File: src/hw/fdc_param_map.svh
// Operation
// - Direction 0 steps out, 1 steps in
// - Per-drive bit 1 marks perpendicular drive
// - Size code zero: special length sets transfer
// - Reads keep excess sector bytes from host
// - Writes pad excess sector with zero bytes
// - Check code covers the whole physical sector
// - Nonzero size code ignores special length
// - Implied seek before cylinder read/write commands
// - Sequencing stops at last sector number
// - Perpendicular gap select changes second gap
// - Gap three length sets inter-sector spacing
// - Head address selects side 0 or 1
// - Wait head load time before transfer
// - Unload head after unload interval elapses
// - Lock keeps config over software reset
// - Density one is MFM, zero is FM
// - Multi-track spans head 0 then head 1
// - Multi-track continues to head 1 automatically
`ifndef FDC_PARAM_MAP_SVH
`define FDC_PARAM_MAP_SVH

// ----------------------------------------
// Register byte offsets
// ----------------------------------------
`define OFS_CTRL 8'h00
`define OFS_GEOM 8'h04
`define OFS_GAP 8'h08
`define OFS_TIME 8'h0c
`define OFS_CONFIG 8'h10
`define OFS_CYL 8'h14
`define OFS_STATUS 8'h18
`define OFS_CRC 8'h1c

// ----------------------------------------
// Control register fields
// ----------------------------------------
`define CTRL_START 0
`define CTRL_OP_LSB 1
`define CTRL_DIR 3
`define CTRL_DS_LSB 4
`define CTRL_HEAD 6
`define CTRL_MFM 7
`define CTRL_MT 8
`define CTRL_EIS 9
`define CTRL_LOCK 10
`define CTRL_SRST 11

// ----------------------------------------
// Reset values and constants
// ----------------------------------------
`define DTL_RESET 8'hff
`define EOT_RESET 8'h12
`define FIRST_SECTOR 8'h01
`define GPL_RESET 8'h1b
`define FIFO_EN_N_RESET 1'b1
`define FIFO_THR_RESET 4'h0
`define PRECOMP_START_TRACK_RESET 8'h00
`define BASE_SECTOR 15'h0080
`define TIME_UNIT_US 1000
`define CLK_MHZ 25
`define STEP_UNITS 8'h03

`endif

File: src/hw/fdc_param_pkg.sv
package fdc_param_pkg;

  typedef enum logic [2:0] {
    ST_IDLE = 3'b000,
    ST_SEEK = 3'b001,
    ST_LOAD = 3'b010,
    ST_XFER = 3'b011,
    ST_NEXT = 3'b100
  } state_t;

  typedef enum logic [1:0] {
    OP_READ = 2'b00,
    OP_WRITE = 2'b01,
    OP_RSEEK = 2'b10,
    OP_NONE = 2'b11
  } op_t;

  typedef struct packed {
    logic [3:0] drive_enable;
    logic [1:0] drive_sel;
    logic perpendicular;
    logic head_sel;
    logic head_loaded;
    logic mfm_mode;
    logic step_in;
    logic step;
    logic [7:0] gap_two_len;
    logic [7:0] gap_three_length;
  } drive_ctrl_t;

endpackage : fdc_param_pkg

File: src/hw/floppy_command_parameters.sv
`timescale 1ns/1ps
`include "fdc_param_map.svh"

module floppy_command_parameters
  import fdc_param_pkg::*;
#(
  parameter int TICK_CYCLES = `TIME_UNIT_US * `CLK_MHZ
) (
  input wire logic clk,
  input wire logic arst_n,
  input wire logic psel,
  input wire logic penable,
  input wire logic pwrite,
  input wire logic [7:0] paddr,
  input wire logic [31:0] pwdata,
  output logic [31:0] prdata,
  output logic pready,
  output logic pslverr,
  input wire logic disk_byte_tick,
  input wire logic [7:0] disk_rd_byte,
  input wire logic disk_rd_valid,
  output logic [7:0] disk_wr_byte,
  output logic disk_wr_valid,
  input wire logic [7:0] host_wr_byte,
  input wire logic host_wr_valid,
  output logic host_wr_ready,
  output logic [7:0] host_rd_byte,
  output logic host_rd_valid,
  output drive_ctrl_t drive_ctrl,
  output logic fifo_enable_n,
  output logic [3:0] fifo_threshold,
  output logic [7:0] precomp_start_track,
  output logic busy
);

  // ----------------------------------------
  // Reset release
  // ----------------------------------------
  logic [1:0] rst_sync_reg;
  logic rst_n;

  always_ff @(posedge clk or negedge arst_n) begin
    if (!arst_n) begin
      rst_sync_reg <= 2'b00;
    end else begin
      rst_sync_reg <= {rst_sync_reg[0], 1'b1};
    end
  end
  assign rst_n = rst_sync_reg[1];

  // ----------------------------------------
  // Helpers
  // ----------------------------------------
  function automatic logic [15:0] crc_step(input logic [15:0] crc, input logic [7:0] data);
    logic [15:0] c;
    c = crc;
    for (int i = 7; i >= 0; i--) begin
      c = (c[15] ^ data[i]) ? ((c << 1) ^ 16'h1021) : (c << 1);
    end
    return c;
  endfunction : crc_step

  function automatic logic [3:0] drive_decode(input logic [1:0] sel);
    return 4'h1 << sel;
  endfunction : drive_decode

  // ----------------------------------------
  // Registers
  // ----------------------------------------
  logic [11:1] ctrl_reg;
  logic [2:0] size_code_reg;
  logic [7:0] special_sector_length_reg;
  logic [7:0] last_sector_number_reg;
  logic [7:0] gap_three_length_reg;
  logic [7:0] gap_two_len_reg;
  logic gap_select_reg;
  logic [3:0] perp_drives_reg;
  logic [7:0] head_load_time_reg;
  logic [7:0] head_unload_time_reg;
  logic fifo_enable_n_reg;
  logic [3:0] fifo_threshold_reg;
  logic [7:0] precomp_start_track_reg;
  logic [7:0] cylinder_reg;
  logic [31:0] prdata_reg;

  logic wr_en;
  logic rd_setup;
  logic start;
  logic soft_reset;
  logic addr_ok;

  assign addr_ok = (paddr == `OFS_CTRL) || (paddr == `OFS_GEOM) || (paddr == `OFS_GAP) ||
                   (paddr == `OFS_TIME) || (paddr == `OFS_CONFIG) || (paddr == `OFS_CYL) ||
                   (paddr == `OFS_STATUS) || (paddr == `OFS_CRC);
  assign wr_en = psel && penable && pwrite && addr_ok;
  assign rd_setup = psel && !penable && !pwrite;
  assign pready = 1'b1;
  assign pslverr = psel && penable && !addr_ok;
  assign start = wr_en && (paddr == `OFS_CTRL) && pwdata[`CTRL_START];
  assign soft_reset = wr_en && (paddr == `OFS_CTRL) && pwdata[`CTRL_SRST];

  // Command parameters; a soft reset restores geometry, gap three, gap select and drive flags, not gap two, head times or cylinder
  always_ff @(posedge clk or negedge rst_n) begin
    if (!rst_n) begin
      ctrl_reg <= '0;
      size_code_reg <= 3'h0;
      special_sector_length_reg <= `DTL_RESET;
      last_sector_number_reg <= `EOT_RESET;
      gap_three_length_reg <= `GPL_RESET;
      gap_two_len_reg <= 8'h16;
      gap_select_reg <= 1'b0;
      perp_drives_reg <= 4'h0;
      head_load_time_reg <= 8'h01;
      head_unload_time_reg <= 8'h01;
      cylinder_reg <= 8'h00;
    end else if (soft_reset) begin
      ctrl_reg <= {1'b0, ctrl_reg[`CTRL_LOCK], 9'h000};
      size_code_reg <= 3'h0;
      special_sector_length_reg <= `DTL_RESET;
      last_sector_number_reg <= `EOT_RESET;
      gap_three_length_reg <= `GPL_RESET;
      gap_select_reg <= 1'b0;
      perp_drives_reg <= 4'h0;
    end else if (wr_en) begin
      unique case (paddr)
        `OFS_CTRL: ctrl_reg <= {1'b0, pwdata[10:1]};
        `OFS_GEOM: begin
          size_code_reg <= pwdata[2:0];
          special_sector_length_reg <= pwdata[15:8];
          last_sector_number_reg <= pwdata[23:16];
        end
        `OFS_GAP: begin
          gap_three_length_reg <= pwdata[7:0];
          gap_two_len_reg <= pwdata[15:8];
          gap_select_reg <= pwdata[16];
          perp_drives_reg <= pwdata[23:20];
        end
        `OFS_TIME: begin
          head_load_time_reg <= pwdata[7:0];
          head_unload_time_reg <= pwdata[15:8];
        end
        `OFS_CYL: cylinder_reg <= pwdata[7:0];
        default: ;
      endcase
    end
  end

  // Configuration survives a soft reset while locked
  always_ff @(posedge clk or negedge rst_n) begin
    if (!rst_n) begin
      fifo_enable_n_reg <= `FIFO_EN_N_RESET;
      fifo_threshold_reg <= `FIFO_THR_RESET;
      precomp_start_track_reg <= `PRECOMP_START_TRACK_RESET;
    end else if (soft_reset && !ctrl_reg[`CTRL_LOCK]) begin
      fifo_enable_n_reg <= `FIFO_EN_N_RESET;
      fifo_threshold_reg <= `FIFO_THR_RESET;
      precomp_start_track_reg <= `PRECOMP_START_TRACK_RESET;
    end else if (wr_en && paddr == `OFS_CONFIG) begin
      fifo_enable_n_reg <= pwdata[0];
      fifo_threshold_reg <= pwdata[7:4];
      precomp_start_track_reg <= pwdata[15:8];
    end
  end

  assign fifo_enable_n = fifo_enable_n_reg;
  assign fifo_threshold = fifo_threshold_reg;
  assign precomp_start_track = precomp_start_track_reg;

  // ----------------------------------------
  // Time base
  // ----------------------------------------
  localparam logic [14:0] TICK_LAST = 15'(TICK_CYCLES - 1);
  logic [14:0] tick_cnt_reg;
  logic unit_tick;

  always_ff @(posedge clk or negedge rst_n) begin
    if (!rst_n) begin
      tick_cnt_reg <= 15'h0000;
    end else if (tick_cnt_reg == TICK_LAST) begin
      tick_cnt_reg <= 15'h0000;
    end else begin
      tick_cnt_reg <= tick_cnt_reg + 15'h0001;
    end
  end
  assign unit_tick = (tick_cnt_reg == TICK_LAST);

  // ----------------------------------------
  // Sequencer
  // ----------------------------------------
  state_t state_reg;
  op_t op_reg;
  logic [7:0] pcn_reg;
  logic [7:0] steps_left_reg;
  logic step_in_reg;
  logic step_reg;
  logic [7:0] wait_reg;
  logic head_loaded_reg;
  logic [7:0] unload_cnt_reg;
  logic head_reg;
  logic [7:0] sector_reg;
  logic [14:0] byte_idx_reg;
  logic [15:0] crc_reg;
  logic [15:0] crc_last_reg;
  logic [14:0] phys_len;
  logic [14:0] xfer_len;
  logic byte_done;
  logic sector_end;
  logic last_on_track;
  logic host_part;

  assign phys_len = `BASE_SECTOR << size_code_reg;
  // Special length only counts with size code zero, capped to the sector
  assign xfer_len = (size_code_reg == 3'h0) ?
                    ((special_sector_length_reg > 8'h80) ? `BASE_SECTOR : {7'h00, special_sector_length_reg})
                    : phys_len;
  assign host_part = (byte_idx_reg < xfer_len);
  assign host_wr_ready = (state_reg == ST_XFER) && (op_reg == OP_WRITE) && disk_byte_tick && host_part;
  assign byte_done = (state_reg == ST_XFER) &&
                     ((op_reg == OP_READ) ? disk_rd_valid
                      : (disk_byte_tick && (!host_part || host_wr_valid)));
  assign sector_end = byte_done && (byte_idx_reg == phys_len - 15'h0001);
  assign last_on_track = (sector_reg == last_sector_number_reg);

  always_ff @(posedge clk or negedge rst_n) begin
    if (!rst_n) begin
      state_reg <= ST_IDLE;
      op_reg <= OP_NONE;
      steps_left_reg <= 8'h00;
      step_in_reg <= 1'b0;
      wait_reg <= 8'h00;
      head_reg <= 1'b0;
      sector_reg <= `FIRST_SECTOR;
    end else if (soft_reset) begin
      state_reg <= ST_IDLE;
      op_reg <= OP_NONE;
    end else begin
      unique case (state_reg)
        ST_IDLE: begin
          if (start) begin
            op_reg <= op_t'(pwdata[`CTRL_OP_LSB +: 2]);
            head_reg <= pwdata[`CTRL_HEAD];
            sector_reg <= `FIRST_SECTOR;
            wait_reg <= `STEP_UNITS;
            if (op_t'(pwdata[`CTRL_OP_LSB +: 2]) == OP_RSEEK) begin
              steps_left_reg <= cylinder_reg;
              step_in_reg <= pwdata[`CTRL_DIR];
              state_reg <= ST_SEEK;
            end else if (op_t'(pwdata[`CTRL_OP_LSB +: 2]) == OP_NONE) begin
              state_reg <= ST_IDLE;
            end else if (pwdata[`CTRL_EIS] && cylinder_reg != pcn_reg) begin
              steps_left_reg <= (cylinder_reg > pcn_reg) ? cylinder_reg - pcn_reg : pcn_reg - cylinder_reg;
              step_in_reg <= (cylinder_reg > pcn_reg);
              state_reg <= ST_SEEK;
            end else begin
              wait_reg <= head_load_time_reg;
              state_reg <= head_loaded_reg ? ST_XFER : ST_LOAD;
            end
          end
        end
        ST_SEEK: begin
          if (steps_left_reg == 8'h00) begin
            wait_reg <= head_load_time_reg;
            state_reg <= (op_reg == OP_RSEEK) ? ST_IDLE : (head_loaded_reg ? ST_XFER : ST_LOAD);
          end else if (unit_tick) begin
            if (wait_reg <= 8'h01) begin
              wait_reg <= `STEP_UNITS;
              steps_left_reg <= steps_left_reg - 8'h01;
            end else begin
              wait_reg <= wait_reg - 8'h01;
            end
          end
        end
        ST_LOAD: begin
          // Leave only on a tick at zero: a part unit never cuts the wait
          if (unit_tick && wait_reg == 8'h00) begin
            state_reg <= ST_XFER;
          end else if (unit_tick) begin
            wait_reg <= wait_reg - 8'h01;
          end
        end
        ST_XFER: begin
          if (sector_end) begin
            state_reg <= ST_NEXT;
          end
        end
        ST_NEXT: begin
          if (!last_on_track) begin
            sector_reg <= sector_reg + 8'h01;
            state_reg <= ST_XFER;
          end else if (ctrl_reg[`CTRL_MT] && !head_reg) begin
            head_reg <= 1'b1;
            sector_reg <= `FIRST_SECTOR;
            state_reg <= ST_XFER;
          end else begin
            state_reg <= ST_IDLE;
          end
        end
        default: state_reg <= ST_IDLE;
      endcase
    end
  end

  // Step pulses and present cylinder tracking
  always_ff @(posedge clk or negedge rst_n) begin
    if (!rst_n) begin
      step_reg <= 1'b0;
      pcn_reg <= 8'h00;
    end else begin
      step_reg <= (state_reg == ST_SEEK) && steps_left_reg != 8'h00 && unit_tick && wait_reg <= 8'h01;
      if (step_reg) begin
        pcn_reg <= step_in_reg ? pcn_reg + 8'h01 : pcn_reg - 8'h01;
      end
    end
  end

  // Head stays loaded between commands until the unload interval runs out
  always_ff @(posedge clk or negedge rst_n) begin
    if (!rst_n) begin
      head_loaded_reg <= 1'b0;
      unload_cnt_reg <= 8'h00;
    end else if (soft_reset) begin
      head_loaded_reg <= 1'b0;
    end else if (state_reg == ST_LOAD) begin
      head_loaded_reg <= 1'b1;
      unload_cnt_reg <= head_unload_time_reg;
    end else if (state_reg != ST_IDLE) begin
      unload_cnt_reg <= head_unload_time_reg;
    end else if (head_loaded_reg && unit_tick) begin
      if (unload_cnt_reg == 8'h00) begin
        head_loaded_reg <= 1'b0;
      end else begin
        unload_cnt_reg <= unload_cnt_reg - 8'h01;
      end
    end
  end

  // ----------------------------------------
  // Data path
  // ----------------------------------------
  always_ff @(posedge clk or negedge rst_n) begin
    if (!rst_n) begin
      byte_idx_reg <= 15'h0000;
      crc_reg <= 16'hffff;
      crc_last_reg <= 16'h0000;
    end else if (state_reg != ST_XFER) begin
      byte_idx_reg <= 15'h0000;
      crc_reg <= 16'hffff;
    end else if (byte_done) begin
      byte_idx_reg <= byte_idx_reg + 15'h0001;
      // Every physical byte feeds the check code, host-visible or not
      crc_reg <= crc_step(crc_reg, (op_reg == OP_READ) ? disk_rd_byte
                                   : (host_part ? host_wr_byte : 8'h00));
      if (sector_end) begin
        crc_last_reg <= crc_step(crc_reg, (op_reg == OP_READ) ? disk_rd_byte
                                          : (host_part ? host_wr_byte : 8'h00));
      end
    end
  end

  always_ff @(posedge clk or negedge rst_n) begin
    if (!rst_n) begin
      host_rd_byte <= 8'h00;
      host_rd_valid <= 1'b0;
      disk_wr_byte <= 8'h00;
      disk_wr_valid <= 1'b0;
    end else begin
      // Excess bytes are read off the disk but not handed up
      host_rd_valid <= byte_done && (op_reg == OP_READ) && host_part;
      if (byte_done && op_reg == OP_READ) begin
        host_rd_byte <= disk_rd_byte;
      end
      disk_wr_valid <= byte_done && (op_reg == OP_WRITE);
      if (byte_done && op_reg == OP_WRITE) begin
        disk_wr_byte <= host_part ? host_wr_byte : 8'h00;
      end
    end
  end

  // ----------------------------------------
  // Drive outputs
  // ----------------------------------------
  always_comb begin
    drive_ctrl.drive_sel = ctrl_reg[`CTRL_DS_LSB +: 2];
    drive_ctrl.drive_enable = drive_decode(ctrl_reg[`CTRL_DS_LSB +: 2]);
    drive_ctrl.perpendicular = perp_drives_reg[ctrl_reg[`CTRL_DS_LSB +: 2]];
    drive_ctrl.head_sel = head_reg;
    drive_ctrl.head_loaded = head_loaded_reg;
    drive_ctrl.mfm_mode = ctrl_reg[`CTRL_MFM];
    drive_ctrl.step_in = step_in_reg;
    drive_ctrl.step = step_reg;
    // Alternate second gap only on a perpendicular drive
    drive_ctrl.gap_two_len = (gap_select_reg && drive_ctrl.perpendicular) ? gap_two_len_reg : 8'h16;
    drive_ctrl.gap_three_length = gap_three_length_reg;
  end
  assign busy = (state_reg != ST_IDLE);

  // ----------------------------------------
  // Read data
  // ----------------------------------------
  always_ff @(posedge clk or negedge rst_n) begin
    if (!rst_n) begin
      prdata_reg <= 32'h0000_0000;
    end else if (rd_setup) begin
      unique case (paddr)
        `OFS_CTRL: prdata_reg <= {20'h00000, ctrl_reg, 1'b0};
        `OFS_GEOM: prdata_reg <= {8'h00, last_sector_number_reg, special_sector_length_reg, 5'h00, size_code_reg};
        `OFS_GAP: prdata_reg <= {8'h00, perp_drives_reg, 3'h0, gap_select_reg, gap_two_len_reg,
                                 gap_three_length_reg};
        `OFS_TIME: prdata_reg <= {16'h0000, head_unload_time_reg, head_load_time_reg};
        `OFS_CONFIG: prdata_reg <= {16'h0000, precomp_start_track_reg, fifo_threshold_reg, 3'h0,
                                   fifo_enable_n_reg};
        `OFS_CYL: prdata_reg <= {24'h000000, cylinder_reg};
        `OFS_STATUS: prdata_reg <= {pcn_reg, sector_reg, 3'h0, head_loaded_reg, head_reg, state_reg, 8'h00};
        `OFS_CRC: prdata_reg <= {16'h0000, crc_last_reg};
        default: prdata_reg <= 32'h0000_0000;
      endcase
    end
  end
  assign prdata = prdata_reg;

endmodule : floppy_command_parameters

File: config.mk
export PLATFORM = sky130hd
export DESIGN_NAME = floppy_command_parameters
export DESIGN_NICKNAME = d
export VERILOG_FILES = /design/src/hw/fdc_param_pkg.sv /design/src/hw/floppy_command_parameters.sv
export VERILOG_INCLUDE_DIRS = /design/src /design/src/hw
export SDC_FILE = /design/constraint.sdc
export NUM_CORES = 1
export LEC_CHECK = 0
export ABC_AREA = 1
export BUFFER_PORTS_ARGS = -buffer_cell sky130_fd_sc_hd__buf_2
export CAP_MARGIN = 20
export CORE_MARGIN = 3
export CORE_UTILIZATION = 40
export CTS_CLUSTER_SIZE = 12
export DETAILED_ROUTE_END_ITERATION = 12
export PLACE_DENSITY_LB_ADDON = 0.3
export REMOVE_ABC_BUFFERS = 1
export SETUP_SLACK_MARGIN = 0.1
export SLEW_MARGIN = 30
export SYNTH_ARGS = -nofsm -noshare
export SYNTH_HDL_FRONTEND = slang
export SYNTH_SLANG_ARGS = --single-unit
export TNS_END_PERCENT = 100
File: constraint.sdc
create_clock -name clk -period 10.2 [get_ports clk]
set_clock_uncertainty 0.05 [all_clocks]
set_input_delay 1.02 -clock clk [delete_from_list [all_inputs] [get_ports clk]]
set_output_delay 1.02 -clock clk [all_outputs]
set_load 0.05 [all_outputs]
==> metrics.md <==
| Metric | Value |
|---|---|
| Die Span Y | `just under 200 um` |
| DRC viols | `0` |
| Critical path capture point type | `output port` |
| Die W | `just under 200 um` |
| Synth area leaders | `dfrtp_1 37%, nand2_1 12%, dfstp_2 7.2%` |
| Post-synthesis sequential area ratio | `44.5%` |
| Setup TNS | `0 ps` |
| Core box area | `0.0347 mm2` |
| PortBufs | `149` |
| Crit path capture | `host_wr_ready` |
| IO Count | `approximately 160` |
| CTS Sinks | `250` |
| GRT Util Overall | `22.9%` |
| GPL Wtd Cong | `0.904` |
| Highest-count cells in the layout ignoring fill and taps | `469 x nand2_1, 245 x inv_1, 210 x dfrtp_1` |
| First-pass GRT wire length | `70800 um` |
| Pins over their slew limit | `0` |
| Yosys warning total | `0` |
| CTS Buf Count | `29` |
| Setup crit start | `size_code_reg[0]` |
| Initial core utilization | `about 41%` |
| CP Launch Type | `register` |
| Avg Cell Area, Syn | `roughly 7.8 um2` |
| Clock Pin Slew Worst Setup and Hold Paths | `around 60 ps` |
| Layout cells sized above 1 | `between 10% and 20%` |
| H-tree Lvls | `1` |
| Run status | `completed` |
| # resized after CTS | `0` |
| Synth async-reset ratio | `100%` |
| Clock latency on the worst-skew pair | `between 500 and 600 ps` |
| Crit Path Category | `register to output port` |
| Largest net degree at the start of global routing | `75` |
| Final worst path period share | `47.9%` |
| Highest clock rate | `around 200 MHz` |
| P_leak | `8.24 nW` |
| Die ar. | `around 0.038 mm2` |
| Design area | `approximately 0.016 mm2` |
| Mapped Area | `roughly 0.014 mm2` |
| Mapped Cells | `roughly 1.8k` |
| Total number of placement rows | `between 60 and 70` |
| Hold_buf cts | `0` |
| Largest fanout on the critical path | `14` |
| Min cycle time layout | `a little under 5000 ps` |
| Drt first pass iters | `7` |
| Routed via count | `between 10k and 15k` |
| Slew @ Worst Pin | `approximately 1000 ps` |
| Unrepaired setup endpoints after global routing | `no` |
| Via density | `roughly 5.4` |
| Max reg flops | `32` |
| Max-Cap Viols | `0` |
| Clock root cell | `clkbuf_16` |
| Worst r2r dst | `crc_reg[11]` |
| Final hold viol count | `0` |
| Postcts setup bufs | `0` |
| Worst reg-to-reg path cell count | `16` |
| Synth Register Bits | `250` |
| Initial antenna violation count | `1` |
| Post-synth top area cell | `dfrtp_1` |
| Layout fillers | `approximately 3.5k` |
| Setup slack, reg-to-reg | `between 5000 and 6000 ps` |
| Post-DR wirelength/cell | `18.0 um` |
| PD cells | `around 170 mW/mm2` |
| Post-synthesis cell type count | `58` |
| Hold WS | `about 180 ps` |
| Grt total ovfl | `0` |
| Worst r2r src | `size_code_reg[0]` |
| Class of the worst hold path | `primary input to async pin` |
| WP data required | `just over 9000 ps` |
| Rel. slew slack | `about 30%` |
| Placed inst area | `between 0.015 and 0.02 mm2` |
| Top-area cell type share of the netlist area | `approximately 37%` |
| Post-synth EDFFs | `0` |
| TritonCTS clock tree | `built` |
| First DRT Iteration DRCs | `roughly 830` |
| Most common cell after layout, fill and taps aside | `nand2_1` |
| Remaining antenna violation count after routing | `0` |
| Area growth from synthesis to layout | `15.0%` |
| Setup-failing EPs final | `0` |
| Nets | `between 2k and 2.5k` |
| Maximum vdd drop | `0.122 mV` |
| HPWL after DPL | `between 30000 and 40000 um` |
| Post-synth top flop | `dfrtp_1` |
| WL final | `between 40000 and 50000 um` |
| Number of global-route vias before repair | `~13k` |
| Critical Path AT | `about 3800 ps` |
| Max Root-Sink Buffers | `3` |
==> critical path, cell delays in order (launching register included) <==
cell,delay (ps)
dfrtp_1,480
inv_1,150
nor3_1,250
ha_1,210
inv_1,40
ha_1,280
a21oi_1,140
o21ai_0,110
a21oi_2,530
a21boi_2,360
inv_1,90
nor4b_1,300
buf_2,330
==> kinds of logic after synthesis <==
logic type,Yosys count,share of synthesized area (%)
buffers and inverters,313,8.83
flip-flops,250,44.5
AND/OR/NAND/NOR,799,24.3
other,1,0.0265
AO/OA/AOI/OAI,384,15.9
XOR/XNOR,33,2.04
adder cells (fa/ha/maj),48,4.40
==> metal layers <==
metal	part of all wire [%]	vias up	global-route usage (%)	routed length [um]
met5	0	-	0	0
met2	46	463	36.8	20000
met3	7.4	86	3.82	3230
met4	3.0	0	6.86	1300
li1	-	6336	-	-
met1	44	6262	31.9	19300
==> through the flow <==
stage | utilization (%) | setup slack [ps] | cells | power, mW
final | 47.0 | 5310 | 2437 | 2.79
after global routing | 46.9 | 4870 | 2436 | 2.93
after CTS | 46.9 | 4970 | 2436 | 2.80
after detailed placement | 44.0 | 5350 | 2382 | 1.69
after global placement | 44.0 | 5420 | 2382 | 1.67
after floorplan | - | 2740 | 1770 | 1.53
==> cell usage after synthesis (all sizes together), types with 11 or more instances <==
library cell / instances
a21oi: 83
a221oi: 14
buf: 30
clkbuf: 29
dfrtp: 211
dfstp: 39
ha: 45
inv: 252
nand2: 479
nand3: 107
nand4: 31
nor2: 121
nor3: 44
o2111ai: 13
o211ai: 24
o21ai: 177
o22ai: 27
o31ai: 13
xnor2: 11
xor2: 22
==> final cells by class <==
class,count,area (um2),area share (%)
clock buffers,40,827,5.07
multi-input cells,1266,6640,40.8
inverters,254,956,5.87
diodes,1,2.50,0.0154
flip-flops and latches,250,6310,38.7
clock inverters,14,179,1.10
repair buffers,157,813,4.99
well taps,455,569,3.49
==> power by group <==
group | internal (mW) | total (mW) | switching [mW]
sequential | 1.05 | 1.11 | 0.0533
clock | 0.666 | 1.10 | 0.437
combinational | 0.178 | 0.578 | 0.399
total | 1.90 | 2.79 | 0.889
==> how the worst min path moves through the flow <==
stage,startpoint,end,slack (ps),cells after the start
2_1_floorplan,rst_sync_reg[0],rst_sync_reg[1],280,0
6_report,arst_n,rst_sync_reg[0],180,1
4_1_cts,arst_n,rst_sync_reg[0],160,1
3_5_place_dp,rst_sync_reg[1],precomp_start_track[4],260,0
5_1_grt,arst_n,rst_sync_reg[0],160,1
3_3_place_gp,rst_sync_reg[1],gap_two_len_reg[5],260,0
Power figures use the tool's default switching activity.
